[src/rtl/lpw_map.svh]
// Purpose: Offsets, field positions, reset values and timing for emitter/window timing
// Assumes: 16-bit registers reached through the decoded host register port
// Notes: Field map and timing counts
// Operation
// - Emitter pulse delayed by six-bit microsecond offset
// - Emitter pulse width five-bit microseconds, reset 1
// - Pulse period eight-bit microseconds, reset 8
// - Pulses per burst six-bit count, reset 1
// - Window fine offset in 31.25 ns steps
// - Window coarse offset in microsecond steps
// - Window width five-bit microseconds, reset 1
// - Frontend clock masked only when gate bit set
// - Multisample bit selects single or multiple samples
`ifndef LPW_MAP_SVH
`define LPW_MAP_SVH

`define LPW_ADDR_S_EMIT      8'h20
`define LPW_ADDR_S_PERIOD    8'h21
`define LPW_ADDR_N_EMIT      8'h22
`define LPW_ADDR_N_PERIOD    8'h23
`define LPW_ADDR_EMIT_GATE   8'h24
`define LPW_ADDR_S_WINDOW    8'h25
`define LPW_ADDR_N_WINDOW    8'h26
`define LPW_ADDR_FE_CTRL     8'h27

`define LPW_DELAY_LSB        0
`define LPW_DURATION_LSB     8
`define LPW_INTERVAL_LSB     0
`define LPW_COUNT_LSB        8
`define LPW_EMIT_GATE_BIT    8
`define LPW_FINE_LSB         0
`define LPW_COARSE_LSB       5
`define LPW_WWIDTH_LSB       11
`define LPW_FE_GATE_BIT      0
`define LPW_MULTI_BIT        1

`define LPW_RST_DELAY        6'h00
`define LPW_RST_DURATION     5'h01
`define LPW_RST_INTERVAL     8'h08
`define LPW_RST_COUNT        6'h01
`define LPW_RST_FINE         5'h00
`define LPW_RST_COARSE       6'h00
`define LPW_RST_WWIDTH       5'h01

`define LPW_CLK_PERIOD_PS    20000
`define LPW_US_PS            1000000
`define LPW_FINE_STEP_PS     31250
`define LPW_CYC_PER_US       (`LPW_US_PS / `LPW_CLK_PERIOD_PS)

`endif

[src/rtl/lpw_pkg.sv]
// Purpose: Types for the emitter/window timing block
// Assumes: lpw_map.svh constants
// Notes: Whole state is one packed struct
package lpw_pkg;

	typedef enum logic [0:0] {
		LPW_IDLE = 1'b0,
		LPW_RUN  = 1'b1
	} lpw_state_type;

	typedef struct packed {
		lpw_state_type st;
		logic          mode;
		logic [15:0]   cyc;
		logic [5:0]    left;
		logic [5:0]    s_delay;
		logic [4:0]    s_duration;
		logic [7:0]    s_interval;
		logic [5:0]    s_count;
		logic [5:0]    n_delay;
		logic [4:0]    n_duration;
		logic [7:0]    n_interval;
		logic [5:0]    n_count;
		logic          emit_gate;
		logic [4:0]    s_fine;
		logic [5:0]    s_coarse;
		logic [4:0]    s_wwidth;
		logic [4:0]    n_fine;
		logic [5:0]    n_coarse;
		logic [4:0]    n_wwidth;
		logic          fe_gate;
		logic          multi;
		logic          emitter;
		logic          window;
		logic          fe_clk_en;
		logic          sample;
		logic [15:0]   rdata;
	} lpw_regs_type;

endpackage

[src/rtl/lpw_timing.sv]
// Purpose: Emitter pulse train and frontend integration window generator
// Assumes: Register port already decoded from the host link, same clock
// Notes: Outputs lag the cycle counter by one clock, all registered
`timescale 1ns/10ps
`default_nettype none
`include "lpw_map.svh"

module lpw_timing (
	input  wire logic        clk_i,
	input  wire logic        rst_i,
	input  wire logic [7:0]  reg_addr_i,
	input  wire logic [15:0] reg_wdata_i,
	input  wire logic        reg_wr_i,
	input  wire logic        reg_rd_i,
	input  wire logic        near_mode_i,
	input  wire logic        burst_start_i,
	output logic      [15:0] reg_rdata_o,
	output logic             emitter_o,
	output logic             window_o,
	output logic             frontend_clk_en_o,
	output logic             sample_strobe_o,
	output logic             burst_busy_o
);
	import lpw_pkg::*;

	////////////////////////////////////////////////////////////////////////////
	// Conversions

	function automatic logic [15:0] us2c(input logic [8:0] us);
		logic [31:0] p;
		p = 32'(us) * 32'(`LPW_CYC_PER_US);
		return p[15:0];
	endfunction

	// Rounds down: 31.25 ns is not a whole number of 20 ns clocks
	function automatic logic [15:0] fine2c(input logic [4:0] f);
		logic [31:0] p;
		p = (32'(f) * 32'(`LPW_FINE_STEP_PS)) / 32'(`LPW_CLK_PERIOD_PS);
		return p[15:0];
	endfunction

	////////////////////////////////////////////////////////////////////////////
	// State

	lpw_regs_type r;
	lpw_regs_type next_r;

	logic [5:0]  a_delay;
	logic [4:0]  a_duration;
	logic [7:0]  a_interval;
	logic [4:0]  a_fine;
	logic [5:0]  a_coarse;
	logic [4:0]  a_wwidth;
	logic [15:0] off_c;
	logic [15:0] emit_end;
	logic [15:0] win_s;
	logic [15:0] win_e;
	logic [15:0] per_end;
	logic        last_cyc;

	// Parameter set follows the mode latched at burst start
	always_comb begin
		a_delay    = r.mode ? r.n_delay    : r.s_delay;
		a_duration = r.mode ? r.n_duration : r.s_duration;
		a_interval = r.mode ? r.n_interval : r.s_interval;
		a_fine     = r.mode ? r.n_fine     : r.s_fine;
		a_coarse   = r.mode ? r.n_coarse   : r.s_coarse;
		a_wwidth   = r.mode ? r.n_wwidth   : r.s_wwidth;
		off_c      = us2c({3'h0, a_delay});
		emit_end   = us2c(9'({3'h0, a_delay}) + 9'({4'h0, a_duration}));
		win_s      = us2c({3'h0, a_coarse}) + fine2c(a_fine);
		win_e      = win_s + us2c({4'h0, a_wwidth});
		// Zero period would stall the counter; treated as one microsecond
		per_end    = us2c((a_interval == 8'h00) ? 9'h001 : {1'b0, a_interval})
			- 16'h0001;
		// Greater-or-equal so a period shortened mid-burst still wraps
		last_cyc   = (r.cyc >= per_end);
	end

	////////////////////////////////////////////////////////////////////////////
	// Next state

	always_comb begin
		next_r = r;
		next_r.sample = 1'b0;

		if (reg_wr_i) begin
			case (reg_addr_i)
				`LPW_ADDR_S_EMIT: begin
					next_r.s_delay    = reg_wdata_i[`LPW_DELAY_LSB +: 6];
					next_r.s_duration = reg_wdata_i[`LPW_DURATION_LSB +: 5];
				end
				`LPW_ADDR_S_PERIOD: begin
					next_r.s_interval = reg_wdata_i[`LPW_INTERVAL_LSB +: 8];
					next_r.s_count    = reg_wdata_i[`LPW_COUNT_LSB +: 6];
				end
				`LPW_ADDR_N_EMIT: begin
					next_r.n_delay    = reg_wdata_i[`LPW_DELAY_LSB +: 6];
					next_r.n_duration = reg_wdata_i[`LPW_DURATION_LSB +: 5];
				end
				`LPW_ADDR_N_PERIOD: begin
					next_r.n_interval = reg_wdata_i[`LPW_INTERVAL_LSB +: 8];
					next_r.n_count    = reg_wdata_i[`LPW_COUNT_LSB +: 6];
				end
				`LPW_ADDR_EMIT_GATE: begin
					next_r.emit_gate = reg_wdata_i[`LPW_EMIT_GATE_BIT];
				end
				`LPW_ADDR_S_WINDOW: begin
					next_r.s_fine   = reg_wdata_i[`LPW_FINE_LSB +: 5];
					next_r.s_coarse = reg_wdata_i[`LPW_COARSE_LSB +: 6];
					next_r.s_wwidth = reg_wdata_i[`LPW_WWIDTH_LSB +: 5];
				end
				`LPW_ADDR_N_WINDOW: begin
					next_r.n_fine   = reg_wdata_i[`LPW_FINE_LSB +: 5];
					next_r.n_coarse = reg_wdata_i[`LPW_COARSE_LSB +: 6];
					next_r.n_wwidth = reg_wdata_i[`LPW_WWIDTH_LSB +: 5];
				end
				`LPW_ADDR_FE_CTRL: begin
					next_r.fe_gate = reg_wdata_i[`LPW_FE_GATE_BIT];
					next_r.multi   = reg_wdata_i[`LPW_MULTI_BIT];
				end
				default: begin
				end
			endcase
		end

		// Reserved bits read back as zero
		if (reg_rd_i) begin
			case (reg_addr_i)
				`LPW_ADDR_S_EMIT:    next_r.rdata = {3'h0, r.s_duration, 2'h0, r.s_delay};
				`LPW_ADDR_S_PERIOD:  next_r.rdata = {2'h0, r.s_count, r.s_interval};
				`LPW_ADDR_N_EMIT:    next_r.rdata = {3'h0, r.n_duration, 2'h0, r.n_delay};
				`LPW_ADDR_N_PERIOD:  next_r.rdata = {2'h0, r.n_count, r.n_interval};
				`LPW_ADDR_EMIT_GATE: next_r.rdata = {7'h00, r.emit_gate, 8'h00};
				`LPW_ADDR_S_WINDOW:  next_r.rdata = {r.s_wwidth, r.s_coarse, r.s_fine};
				`LPW_ADDR_N_WINDOW:  next_r.rdata = {r.n_wwidth, r.n_coarse, r.n_fine};
				`LPW_ADDR_FE_CTRL:   next_r.rdata = {14'h0, r.multi, r.fe_gate};
				default:             next_r.rdata = 16'h0000;
			endcase
		end

		case (r.st)
			LPW_IDLE: begin
				next_r.emitter = 1'b0;
				next_r.window  = 1'b0;
				next_r.cyc     = 16'h0000;
				// Zero count means an empty burst, nothing starts
				if (burst_start_i) begin
					next_r.mode = near_mode_i;
					next_r.left = near_mode_i ? r.n_count : r.s_count;
					if ((near_mode_i ? r.n_count : r.s_count) != 6'h00) begin
						next_r.st = LPW_RUN;
					end
				end
			end
			LPW_RUN: begin
				next_r.emitter = (r.cyc >= off_c) && (r.cyc < emit_end)
					&& !r.emit_gate;
				next_r.window  = (r.cyc >= win_s) && (r.cyc < win_e);
				if (last_cyc) begin
					next_r.cyc    = 16'h0000;
					next_r.left   = r.left - 6'h01;
					next_r.sample = r.multi || (r.left == 6'h01);
					if (r.left == 6'h01) begin
						next_r.st = LPW_IDLE;
					end
				end else begin
					next_r.cyc = r.cyc + 16'h0001;
				end
			end
			default: begin
				next_r.st = LPW_IDLE;
			end
		endcase

		// Unmasked clock runs freely; masked clock only inside the window
		next_r.fe_clk_en = !r.fe_gate || next_r.window;
	end

	////////////////////////////////////////////////////////////////////////////
	// Registers

	always_ff @(posedge clk_i) begin
		if (rst_i) begin
			r            <= '0;
			r.st         <= LPW_IDLE;
			r.s_delay    <= `LPW_RST_DELAY;
			r.s_duration <= `LPW_RST_DURATION;
			r.s_interval <= `LPW_RST_INTERVAL;
			r.s_count    <= `LPW_RST_COUNT;
			r.n_delay    <= `LPW_RST_DELAY;
			r.n_duration <= `LPW_RST_DURATION;
			r.n_interval <= `LPW_RST_INTERVAL;
			r.n_count    <= `LPW_RST_COUNT;
			r.s_fine     <= `LPW_RST_FINE;
			r.s_coarse   <= `LPW_RST_COARSE;
			r.s_wwidth   <= `LPW_RST_WWIDTH;
			r.n_fine     <= `LPW_RST_FINE;
			r.n_coarse   <= `LPW_RST_COARSE;
			r.n_wwidth   <= `LPW_RST_WWIDTH;
			r.fe_clk_en  <= 1'b1;
		end else begin
			r <= next_r;
		end
	end

	assign reg_rdata_o       = r.rdata;
	assign emitter_o         = r.emitter;
	assign window_o          = r.window;
	assign frontend_clk_en_o = r.fe_clk_en;
	assign sample_strobe_o   = r.sample;
	assign burst_busy_o      = (r.st == LPW_RUN);
endmodule

`default_nettype wire

[config.mk]
export PLATFORM = sky130hd
export DESIGN_NAME = lpw_timing
export DESIGN_NICKNAME = d
export VERILOG_FILES = /design/src/rtl/lpw_pkg.sv /design/src/rtl/lpw_timing.sv
export VERILOG_INCLUDE_DIRS = /design/src /design/src/rtl
export SDC_FILE = /design/constraint.sdc
export NUM_CORES = 1
export LEC_CHECK = 0
export CORE_ASPECT_RATIO = 0.9
export CORE_MARGIN = 4
export CORE_UTILIZATION = 55
export DETAILED_ROUTE_END_ITERATION = 8
export DONT_BUFFER_PORTS = 1
export GPL_TIMING_DRIVEN = 1
export PLACE_DENSITY = 0.7
export SETUP_SLACK_MARGIN = 0.4
export SYNTH_ARGS = -nofsm -noshare
export SYNTH_HDL_FRONTEND = slang
export SYNTH_SLANG_ARGS = --single-unit
export TNS_END_PERCENT = 30
[constraint.sdc]
create_clock -name clk_i -period 11.3 [get_ports clk_i]
set_input_delay 2.26 -clock clk_i [delete_from_list [all_inputs] [get_ports clk_i]]
set_output_delay 2.26 -clock clk_i [all_outputs]
set_load 0.1 [all_outputs]
Word level (Yosys, flattened, before mapping) --
Index checks and enable logic that the tools add are counted.
Operators by class: reduce and logical (&&, ||, !) cells 20, $add $sub $neg 6, multiply operators 6, eq/ne operators 11, order comparisons 5, bitwise logic cells 2, mux-type cells 19, div/mod/pow operators 1
Operators with widths (number):
- $pmux W16 S8 | 1
- $eq A8 B6 Y1 const B | 8
- $pmux W22 S2 | 1
- $div A20 B15 Y32 const B | 1
- $ge A16 B16 Y1 | 2
- $mux W6 | 5
- $mul A6 B5 Y11 const B | 2
- $reduce_and A2 Y1 | 10
- $mul A5 B14 Y19 const B | 1
- $add A12 B16 Y16 | 1
- $add A16 B1 Y16 const B | 1
- $add A16 B11 Y16 | 1
- $ge A16 B12 Y1 | 1
- $lt A16 B13 Y1 | 1
- $lt A16 B16 Y1 | 1
- $mux W16 | 1
- $mux W8 | 2
- $mux W5 | 3
- $sub A14 B1 Y15 const B | 1
- $mul A8 B5 Y13 const B | 1
- $mul A7 B5 Y12 const B | 1
- $mul A5 B5 Y10 const B | 1
- $logic_not A8 Y1 | 1
- $add A6 B5 Y7 | 1
- other kinds (14) | 21
Storage, ports and cells: output and inout port bits 21, input bits 30, word-level logic and storage cells 96, register bits after elaboration 129

Longest topological paths before layout --
Gate-level depths: netlist of run 1.
depth in word-level cells 9, gate-level depth with buffers 59, mapped depth without buffers 53

Worst setup path before layout of run 1 --
Ideal clock, no wire load.
path kind reg-to-reg, from register r[127] in the netlist's numbering, to register r (netlist bit frontend_clk_en_o), clock period less this slack 12.218 ns, path buffers 5, path slack -0.918 ns, data required time 11.168 ns, stages on the path, launching flop included 54, library setup time 0.132 ns, arrival 12.086 ns, cell sequence dfxtp_1 -> buf_6 -> buf_4 -> buf_1 -> clkbuf_1 -> mux2i_1 -> inv_1 -> fa_1 -> inv_1 -> fa_1 -> inv_1 -> ha_1 -> ha_1 -> and2_1 -> a21o_1 -> a21o_1 -> or3_1 -> buf_2 -> [... 18 more ...] -> a21oi_1 -> inv_1 -> a21oi_1 -> nor2_1 -> nand2_1 -> xor2_1 -> inv_1 -> ha_1 -> a221o_1 -> a21oi_1 -> nor2_1 -> xor2_1 -> ha_1 -> nor2b_1 -> o21ai_0 -> nand2_1 -> a31oi_1 -> or3b_2
Between the ends: cells in the longest elaborated chain, start to end 9, elaborated cells on any way between the ends 14, those cells by class add/sub: 2; mul: 3; div: 1; order compare: 2; mux: 4; reduce/logical: 2
Ends and longest elaborated chain:
- start: declaration | RTL line lpw_timing.sv:45 | lpw_regs_type r;
- start signal: assignment | RTL line lpw_timing.sv:203 | r <= next_r;
- $mux W5 | RTL line lpw_timing.sv:66 | a_fine = r.mode ? r.n_fine : r.s_fine;
- $mul A5 B14 Y19 | RTL line lpw_timing.sv:38 | p = (32'(f) * 32'(`LPW_FINE_STEP_PS)) / 32'(`LPW_CLK_PERIOD_PS);
- $div A20 B15 Y32 | RTL line lpw_timing.sv:38
- $add A12 B16 Y16 | RTL line lpw_timing.sv:71 | win_s = us2c({3'h0, a_coarse}) + fine2c(a_fine);
- $add A16 B11 Y16 | RTL line lpw_timing.sv:72 | win_e = win_s + us2c({4'h0, a_wwidth});
- $lt A16 B16 Y1 | RTL line lpw_timing.sv:159 | next_r.window = (r.cyc >= win_s) && (r.cyc < win_e);
- $logic_and A1 B1 Y1 (*) | RTL line lpw_timing.sv:159
- $pmux W2 S2 (*) | RTL line lpw_timing.sv:142 | case (r.st)
- $logic_or A1 B1 Y1 (*) | RTL line lpw_timing.sv:177 | next_r.fe_clk_en = !r.fe_gate || next_r.window;
Mark *: on every way between the ends. The rest lies on a longest branch, timed or not. A chain may end at the register's enable or synchronous reset.

Worst setup path after layout of run 1 --
Same ends and word-level chain as after synthesis.

==> results of run 1 <==
## how the worst max path moves through the flow
| stage | startpoint | end | slack (ps) | depth (start not counted) |
|---|---|---|---|---|
| 4_1_cts | r[127] | frontend_clk_en_o | 390 | 53 |
| 3_3_place_gp | r[127] | frontend_clk_en_o | 190 | 47 |
| 5_1_grt | r[127] | frontend_clk_en_o | -110 | 53 |
| 6_report | r[127] | frontend_clk_en_o | 380 | 52 |
| 3_5_place_dp | r[127] | frontend_clk_en_o | -100 | 52 |
| 2_1_floorplan | r[127] | frontend_clk_en_o | 400 | 52 |
## layout make-up
cell class / count / area share [%]
Clock buffer: 17 / 2.74
Timing Repair Buffer: 92 / 4.66
Multi-Input combinational cell: 1359 / 69.4
Inverter: 121 / 2.96
Sequential cell: 129 / 16.7
Clock inverter: 14 / 1.01
Tap cell: 308 / 2.49
## power by group
part | switching (mW) | total [mW] | internal [mW]
sequential | 0.0288 | 0.490 | 0.461
clock | 0.222 | 0.549 | 0.327
combinational | 0.0285 | 0.0497 | 0.0212
total | 0.279 | 1.09 | 0.809
## critical path, delay by kind of cell (launching register included)
kind / cells / cell delay (ps)
simple gates: 12 / 2160
fa+ha+maj: 8 / 2750
mux: 2 / 590
xor+xnor: 2 / 410
buf+inv: 8 / 1040
compound gates: 20 / 3450
flops: 1 / 410
## sequential cells by signal (all words and copies together) (netlist names)
| register | cells |
|---|---|
| sample_strobe_o | 1 |
| burst_busy_o | 1 |
| reg_rdata_o | 16 |
| window_o | 1 |
| emitter_o | 1 |
| frontend_clk_en_o | 1 |
| r | 108 |
## kinds of logic after synthesis
logic type,Yosys count,share of synthesized area [%]
simple gates,554,19.7
flops,129,19.0
mux,53,4.45
compound gates,396,20.1
fa+ha+maj,246,23.5
xor+xnor,110,7.27
buf+inv,195,5.94
## per-stage QoR
| step | cell area, um2 | total power [mW] | setup WS (ps) | utilization, % |
|---|---|---|---|---|
| global placement | 14000 | 0.546 | 189 | 57.5 |
| CTS | 15200 | 1.09 | 390 | 62.5 |
| global route | 15500 | 1.12 | -108 | 63.7 |
| finish | 15500 | 1.09 | 378 | 63.7 |
| floorplan | 13800 | 0.550 | 405 | - |
| detailed placement | 14000 | 0.547 | -99.5 | 57.5 |
## routing by layer
| metal | up-vias | global-route usage, % | part of all wire (%) |
|---|---|---|---|
| met4 | 2 | 6.78 | 2.3 |
| met1 | 5784 | 38.0 | 45 |
| met2 | 456 | 43.2 | 45 |
| met3 | 73 | 5.52 | 7.7 |
| li1 | 6032 | - | - |
| met5 | - | 0 | 0.034 |
## layout by cell type (no fill, tap or decap), types with 10 or more instances in the layout
| master | count |
|---|---|
| a31oi_1 | 10 |
| a21o_1 | 28 |
| xor2_1 | 42 |
| fa_1 | 16 |
| xnor2_1 | 55 |
| a21oi_1 | 150 |
| nand4_1 | 23 |
| o211ai_1 | 10 |
| nor2_1 | 88 |
| nand3_1 | 26 |
| mux2_2 | 23 |
| dfxtp_1 | 127 |
| and2_1 | 10 |
| nand3b_1 | 10 |
| clkbuf_16 | 17 |
| o21bai_1 | 13 |
| mux2i_1 | 23 |
| buf_4 | 86 |
| nor3_1 | 29 |
| ha_1 | 222 |
| nor2b_1 | 29 |
| o21ai_0 | 40 |
| a211oi_1 | 11 |
| nand2_1 | 234 |
| nand2b_1 | 31 |
| and3_1 | 10 |
| a22oi_1 | 13 |
| inv_1 | 112 |
## repair_timing
action,in CTS,in global routing
resized for setup,50,43
setup buffers,48,17
pin swaps,45,48
setup endpoints to repair,2,2
==> results.cfg, run 1 <==
[synthesis]
yosysTopAreaCell = ha_1
syn_area_um2 = 13600
synth_common_cells = 237 x nand2_1, 227 x ha_1, 161 x a21oi_1, 129 x dfxtp_1, 118 x inv_1
synthMostInstantiatedCell = nand2_1
ys_seq_elements = 129
ys_seq_area_share_pct = 19.0
syn_nets = 1957
synth_top_flop_cell = dfxtp_1
synth_cell_types = 102
yosys.area.top_type_share_pct = 20.9
synth_cells = 1683
ys_async_sr_fraction_pct = 0
yosys-top-cells-area = ha_1 21%, dfxtp_1 19%, nand2_1 6.5%
synth_edf_count = 0
synth.avg_cell_area_um2 = 8.08
yosys_warnings = 0

[grt]
grt_antenna_before_repair = 1
grt-ovfl-total = 0
grt_max_degree = 113
grt_pass1_wl_um = 60700
grt_pass1_vias = 11700
grt_usage_pct = 27.1

[cells_and_area]
drive_gt1_share_pct = 15.9
multiInputGateArea_um2 = 10800
syn2layout_area_growth_pct = 13.9
nets = 1994
n_antenna_cell = 0
fin_cells = 2040
fillers = 2096
register_area_um2 = 2590

[sta]
worst_clock_skew_ps = 10.1
worst_slew_pin_slew_ps = 1060
setup_viol = 0
post-route-min-period_ps = 10920
finalCritPeriodShare_pct = 96.7
tns_ps = 0
final_hold_viol_count = 0
slew_headroom_pct = 29.5
hold_ws_ps = 470
slew_viol_final = 0
rsz0062_at_grt = yes
max_freq_ghz = 0.0916

[placed_design]
numPlacedInstances = 1944
portBuffers = 0
hpwlAfterDp_um = 27800
gp_congestion = 0.931

[worst_setup_path]
r2r_end = frontend_clk_en_o
endpoint_kind = register
cp-start-kind = register
cp_max_fo = 12
required_ps = 11600
critPathArrivalTime_ps = 11220
worst-r2r-cell-count = 52
timing.rr.start = r[127]
crit_top_cell = a21o_1
r2r_setup_slack_ps = 380
crit_type = reg2reg
slowest_delay_ps = 600
cpMaxStageDelayCell = fa_1

[pwr]
ir_drop_mv = 0.107
cellPowerDensity_nw_per_um2 = 70.2
p_leak_nw = 7.03

[detailed_routing]
wl_per_cell_um = 18.6
drtAntennaViolNets = 0
dr.pass1.iters = 8
viasPerCell = 6.05
drtIter0Drc = 995
vias = 12300
drt_wl_total_um = 37900
drc = 0

[hold_path]
min_path_type = reg2reg
min_to = r[102]
min_delay_path_depth = 2
hp-start = r[102]

[clock_tree]
clk_pin_slew_ps = 60
clock_sinks = 129
cts_inserted_buffers = 17
clk_latency_ps = 420
cts_tree = done
cts_buffer_depth = 2
cts_max_level = 4
cts_hold_buffers = 0
cts_root_buffer = clkbuf_16

[die]
rows = 54
start_util_pct = 55.9
die_width_um = 174
die_y_um = 157
dieArea_um2 = 27300
ios = 51
core_um2 = 24300

[status]
status = finished clean

[run]
drv_cap = 0
Power figures use the tool's default switching activity.
==> run 2: changes to the inputs <==
Settings changed: PLACE_DENSITY 0.7 to 0.67.
Clock period 11.3 ns to 13.59 ns, I/O delays scaled along.
==> run 2 against run 1 <==
Effect of this change:
- sequential share of layout area rose by 1.3 points
- die area did not move
- clock skew rose by 11 ps
- flip-flop and latch count did not move
- clock power fell by 17%
- register-to-register slack improved by 770 ps
- total power fell by 17%
- count of clock-buffer cells in the layout did not move
- utilization fell by 4.8 points
- routed wire length fell by 3.1%
- worst setup slack improved by 770 ps
- first-iteration DRC count fell by 3.8%
- critical path type unchanged
- highest routed layer is now met4
==> results.cfg, run 2 (synthesis results as in run 1) <==
[sta]
final_hold_viol_count = 0
worst_clock_skew_ps = 20.8
rsz0062_at_grt = no
slew_headroom_pct = 22.2
finalCritPeriodShare_pct = 91.5
max_freq_ghz = 0.0804
slew_viol_final = 0
setup_viol = 0
worst_slew_pin_slew_ps = 1150
post-route-min-period_ps = 12440
tns_ps = 0

[cells_and_area]
drive_gt1_share_pct = 7.46
top_register = r
layout_common_cells = 237 x nand2_1, 227 x ha_1, 161 x a21oi_1
largest_reg_flops = 108
nets = 1910
stdcell_area_um2 = 14300
syn2layout_area_growth_pct = 5.38
final_common_cell = nand2_1

[worst_setup_path]
required_ps = 13880
endpoint_kind = register
cp_max_fo = 12
worst-r2r-cell-count = 47
r2r_setup_slack_ps = 1150
critPathArrivalTime_ps = 12730
crit_type = reg2reg
r2r_end = frontend_clk_en_o
timing.rr.start = r[127]
cp-start-kind = register
cpMaxStageDelayCell = nor3_1
slowest_delay_ps = 610

[detailed_routing]
drtIter0Drc = 957
vias = 11800
drtAntennaViolNets = 0
dr.pass1.iters = 6
viasPerCell = 6.04
drt_wl_total_um = 36800
wl_per_cell_um = 18.8
drc = 0

[clock_tree]
cts_inserted_buffers = 17
clk_latency_ps = 430
clock_sinks = 129
cts_tree = done
cts_root_buffer = clkbuf_16
cts_buffer_depth = 2
cts_max_level = 4
cts_hold_buffers = 0
clk_pin_slew_ps = 70

[pwr]
cellPowerDensity_nw_per_um2 = 62.9
ir_drop_mv = 0.0703
pwr-share-seq_pct = 45.2
switching_share_pct = 28.8
p_leak_nw = 6.57
power_switching_uw = 259
clockPowerShare_pct = 50.4
p_comb_share_pct = 4.4
internal_power_uw = 642

[placed_design]
place_area_um2 = 13700
gp_congestion = 0.883
hpwlAfterDp_um = 28300
portBuffers = 0

[grt]
grt_usage_pct = 26.5
grt-ovfl-total = 0
grt_pass1_vias = 11000
grt_antenna_before_repair = 1
grt_pass1_wl_um = 59000
grt_max_degree = 113

[die]
die_width_um = 174
dieArea_um2 = 27300
die_y_um = 157
ios = 51
rows = 54
start_util_pct = 55.9
core_um2 = 24300

[hold_path]
min_delay_path_depth = 2
hp-start = r[63]
min_path_type = reg2reg
min_to = r[63]

[run]
drv_cap = 0

[status]
status = finished clean
## run 2: changes by cell type in the layout (fill, tap and decap cells not counted), sizes merged
cell and delta:
buf -84, bufinv -2, clkinv +1, clkinvlp -1, diode +1, inv +3
## run 2: worst max-delay path: cells and delay by family, from the launching register on
kind,cells,cell delay [ps]
adders and majority gates,8,2990
xor gates and xnor gates,2,420
buffers and inverters,5,470
muxes,2,640
DFF,1,560
AOI/OAI and AO/OA,17,4470
and+or+nand+nor,13,2750
## run 2: repair_timing
action                                  4_1_cts  5_1_grt
resized for setup                             0       10
buffers inserted                              0        2
hold endpoints to repair                      0        0
endpoints found under the setup margin        0        2
## run 2: layer usage
metal | global-route usage (%) | share of wire [%] | vias to the layer above
li1 | - | - | 5869
met1 | 39.0 | 50 | 5563
met2 | 41.2 | 42 | 343
met3 | 4.66 | 6.3 | 43
met4 | 4.71 | 1.5 | 0
met5 | 0.521 | 0 | -
## run 2: how the worst max path moves through the flow
| stage | start | to | slack, ps |
|---|---|---|---|
| floorplan | r[127] | frontend_clk_en_o | 1370 |
| global placement | r[127] | frontend_clk_en_o | 1190 |
| detailed placement | r[127] | frontend_clk_en_o | 910 |
| CTS | r[127] | frontend_clk_en_o | 880 |
| global route | r[127] | frontend_clk_en_o | 410 |
| finish | r[127] | frontend_clk_en_o | 1150 |
## run 2: area by class of cell
cell class / instances / area [um2]
diodes: 1 / 2.50
fillers: 2239 / 9980
inverters: 121 / 454
clock inverters: 15 / 148
flip-flops and latches: 129 / 2580
repair buffers: 8 / 63.8
clock buffers: 17 / 425
multi-input cells: 1359 / 10300
well taps: 308 / 385
## run 2: power by group through the flow
| stage | clock (mW) | sequential, mW | combinational, mW |
|---|---|---|---|
| global placement | 0 | 0.416 | 0.0381 |
| global route | 0.477 | 0.408 | 0.0435 |
| floorplan | 0 | 0.398 | 0.0566 |
| CTS | 0.460 | 0.408 | 0.0391 |
| detailed placement | 0 | 0.416 | 0.0388 |
| finish | 0.455 | 0.408 | 0.0394 |
## run 2: metrics by stage
stage | instances | utilization, % | setup slack, ps | hold WS, ps | total power [mW]
floorplan | 1683 | - | 1370 | 442 | 0.455
global placement | 1923 | 56.3 | 1190 | 455 | 0.454
detailed placement | 1923 | 56.3 | 908 | 462 | 0.455
CTS | 1955 | 58.6 | 878 | 470 | 0.906
global route | 1958 | 59.0 | 413 | 491 | 0.929
finish | 1958 | 59.0 | 1150 | 476 | 0.902
==> run 3: changes to the inputs <==
Settings changed: CELL_PAD_IN_SITES_DETAIL_PLACEMENT set to 0, CELL_PAD_IN_SITES_GLOBAL_PLACEMENT set to 1, CORE_UTILIZATION 55 to 54, PLACE_DENSITY 0.67 to not set, PLACE_DENSITY_LB_ADDON set to 0.1.
==> run 3 against run 2 <==
Effect of this change:
- final cell count is 1.4% higher
- first-iteration DRC count is 4.5% higher
- clock skew is 5.7 ps lower
- largest power group unchanged
- utilization fell by 0.21 points
- fmax increased by 0.96%
- the flow now finishes with violations (design-rule violations)
- critical path depth is 1 higher
- die area rose by 1.8%
- final area rose by 0.48%
- combinational power about the same
- global-route usage is 0.50 points higher
==> results.cfg, run 3 (synthesis results as in run 1) <==
[sta]
final_hold_viol_count = 0
worst_clock_skew_ps = 15.2
worst_slew_pin_slew_ps = 1160
finalCritPeriodShare_pct = 90.7
slew_viol_final = 0
slew_headroom_pct = 21.8
post-route-min-period_ps = 12320
max_freq_ghz = 0.0812
setup_viol = 0
rsz0062_at_grt = no
fin_ws_ps = 1270
tns_ps = 0

[worst_setup_path]
cpMaxStageDelayCell = fa_1
endpoint_kind = register
required_ps = 13890
crit_type = reg2reg
worst-r2r-cell-count = 48
cp-start-kind = register
cp_max_fo = 17
critPathArrivalTime_ps = 12620
slowest_delay_ps = 550
crit_top_cell = ha_1
r2r_setup_slack_ps = 1270

[grt]
grt_antenna_before_repair = 1
grt_max_degree = 113
grt_pass1_vias = 10900
grt-ovfl-total = 0
grt_usage_pct = 27.0
grt_pass1_wl_um = 60200

[pwr]
internal_power_uw = 700
totalPowerFinal_uw = 949
p_comb_share_pct = 4.2
power_switching_uw = 248
p_leak_nw = 6.59
pwr-share-seq_pct = 42.9
ir_drop_mv = 0.0788
clockPowerShare_pct = 52.9
switching_share_pct = 26.2
cellPowerDensity_nw_per_um2 = 65.8

[clock_tree]
clock_sinks = 129
cts_hold_buffers = 0
clk_latency_ps = 430
cts_tree = done
cts_max_level = 4
cts_root_buffer = clkbuf_16
cts_buffer_depth = 2
clk_pin_slew_ps = 70
cts_inserted_buffers = 17

[cells_and_area]
final_common_cell = nand2_1
largest_reg_flops = 108
drive_gt1_share_pct = 7.33
nets = 1911
fin_cells = 1986
top_register = r
layout_common_cells = 237 x nand2_1, 227 x ha_1, 161 x a21oi_1
stdcell_area_um2 = 14400
n_antenna_cell = 0
syn2layout_area_growth_pct = 5.89

[die]
die_y_um = 159
core_um2 = 24500
die_width_um = 175
ios = 51
dieArea_um2 = 27800
rows = 54
start_util_pct = 55.5

[placed_design]
gp_congestion = 0.904
hpwlAfterDp_um = 28900
place_ws_ps = 1040
portBuffers = 0
place_area_um2 = 13700
numPlacedInstances = 1953

[run]
drv_cap = 0

[detailed_routing]
drtAntennaViolNets = 0
viasPerCell = 5.89
wl_per_cell_um = 18.7
vias = 11700
dr.pass1.iters = 9
drc = 3
drtIter0Drc = 1000
drt_wl_total_um = 37100

[hold_path]
min_delay_path_depth = 2
min_path_type = reg2reg

[status]
status = complete, but fails checks
violations = design-rule violations
## run 3: cell count changes in the layout (fill, tap and decap cells not counted), moves of 2 or more
cell,before,now
bufinv_16,0,3
buf_4,7,9
clkinv_4,3,1
clkinv_8,2,0
## run 3: what timing repair did
item | CTS | global route
buffers inserted | 0 | 1
endpoints found under the setup margin | 0 | 2
resized for setup | 0 | 6
## run 3: power by group through the flow
stage	clock network, mW	logic [mW]	registers, mW
after detailed placement	0	0.0397	0.415
final	0.502	0.0397	0.407
after global placement	0	0.0391	0.415
after floorplan	0	0.0566	0.398
after global routing	0.529	0.0442	0.408
after CTS	0.508	0.0398	0.407
## run 3: area by class of cell
| cell class | instances | area (um2) |
|---|---|---|
| repair buffers | 9 | 67.6 |
| multi-input cells | 1359 | 10200 |
| inverters | 121 | 454 |
| clock buffers | 18 | 439 |
| well taps | 336 | 420 |
| clock inverters | 14 | 191 |
| flip-flops and latches | 129 | 2580 |
| fillers | 2295 | 10100 |
## run 3: per-stage QoR
step | hold slack, ps | util [%]
4_1_cts | 465 | 58.6
5_1_grt | 478 | 58.7
3_3_place_gp | 450 | 56.0
2_1_floorplan | 442 | -
3_5_place_dp | 456 | 56.0
6_report | 469 | 58.7
## run 3: worst max-delay path: cells and delay by family (launching register included)
family	cells	cell delay (ps)
AOI/OAI and AO/OA	17	4210
xor gates and xnor gates	2	420
adders and majority gates	8	2930
buffers and inverters	5	550
DFF	1	380
muxes	3	1180
and+or+nand+nor	13	2470
## run 3: path summary, 6_finish.rpt
check | to | start
worst max-delay path | frontend_clk_en_o | r[127]
worst min register to register | r[40] | r[40]
worst min-delay path | r[40] | r[40]
worst max register to register | frontend_clk_en_o | r[127]
## run 3: layer usage
| metal | vias up | track usage [%] | part of all wire [%] |
|---|---|---|---|
| met3 | 46 | 5.03 | 6.1 |
| met1 | 5473 | 40.1 | 50 |
| met5 | - | 0 | 0 |
| met2 | 295 | 41.0 | 43 |
| met4 | 0 | 5.42 | 1.5 |
| li1 | 5878 | - | - |
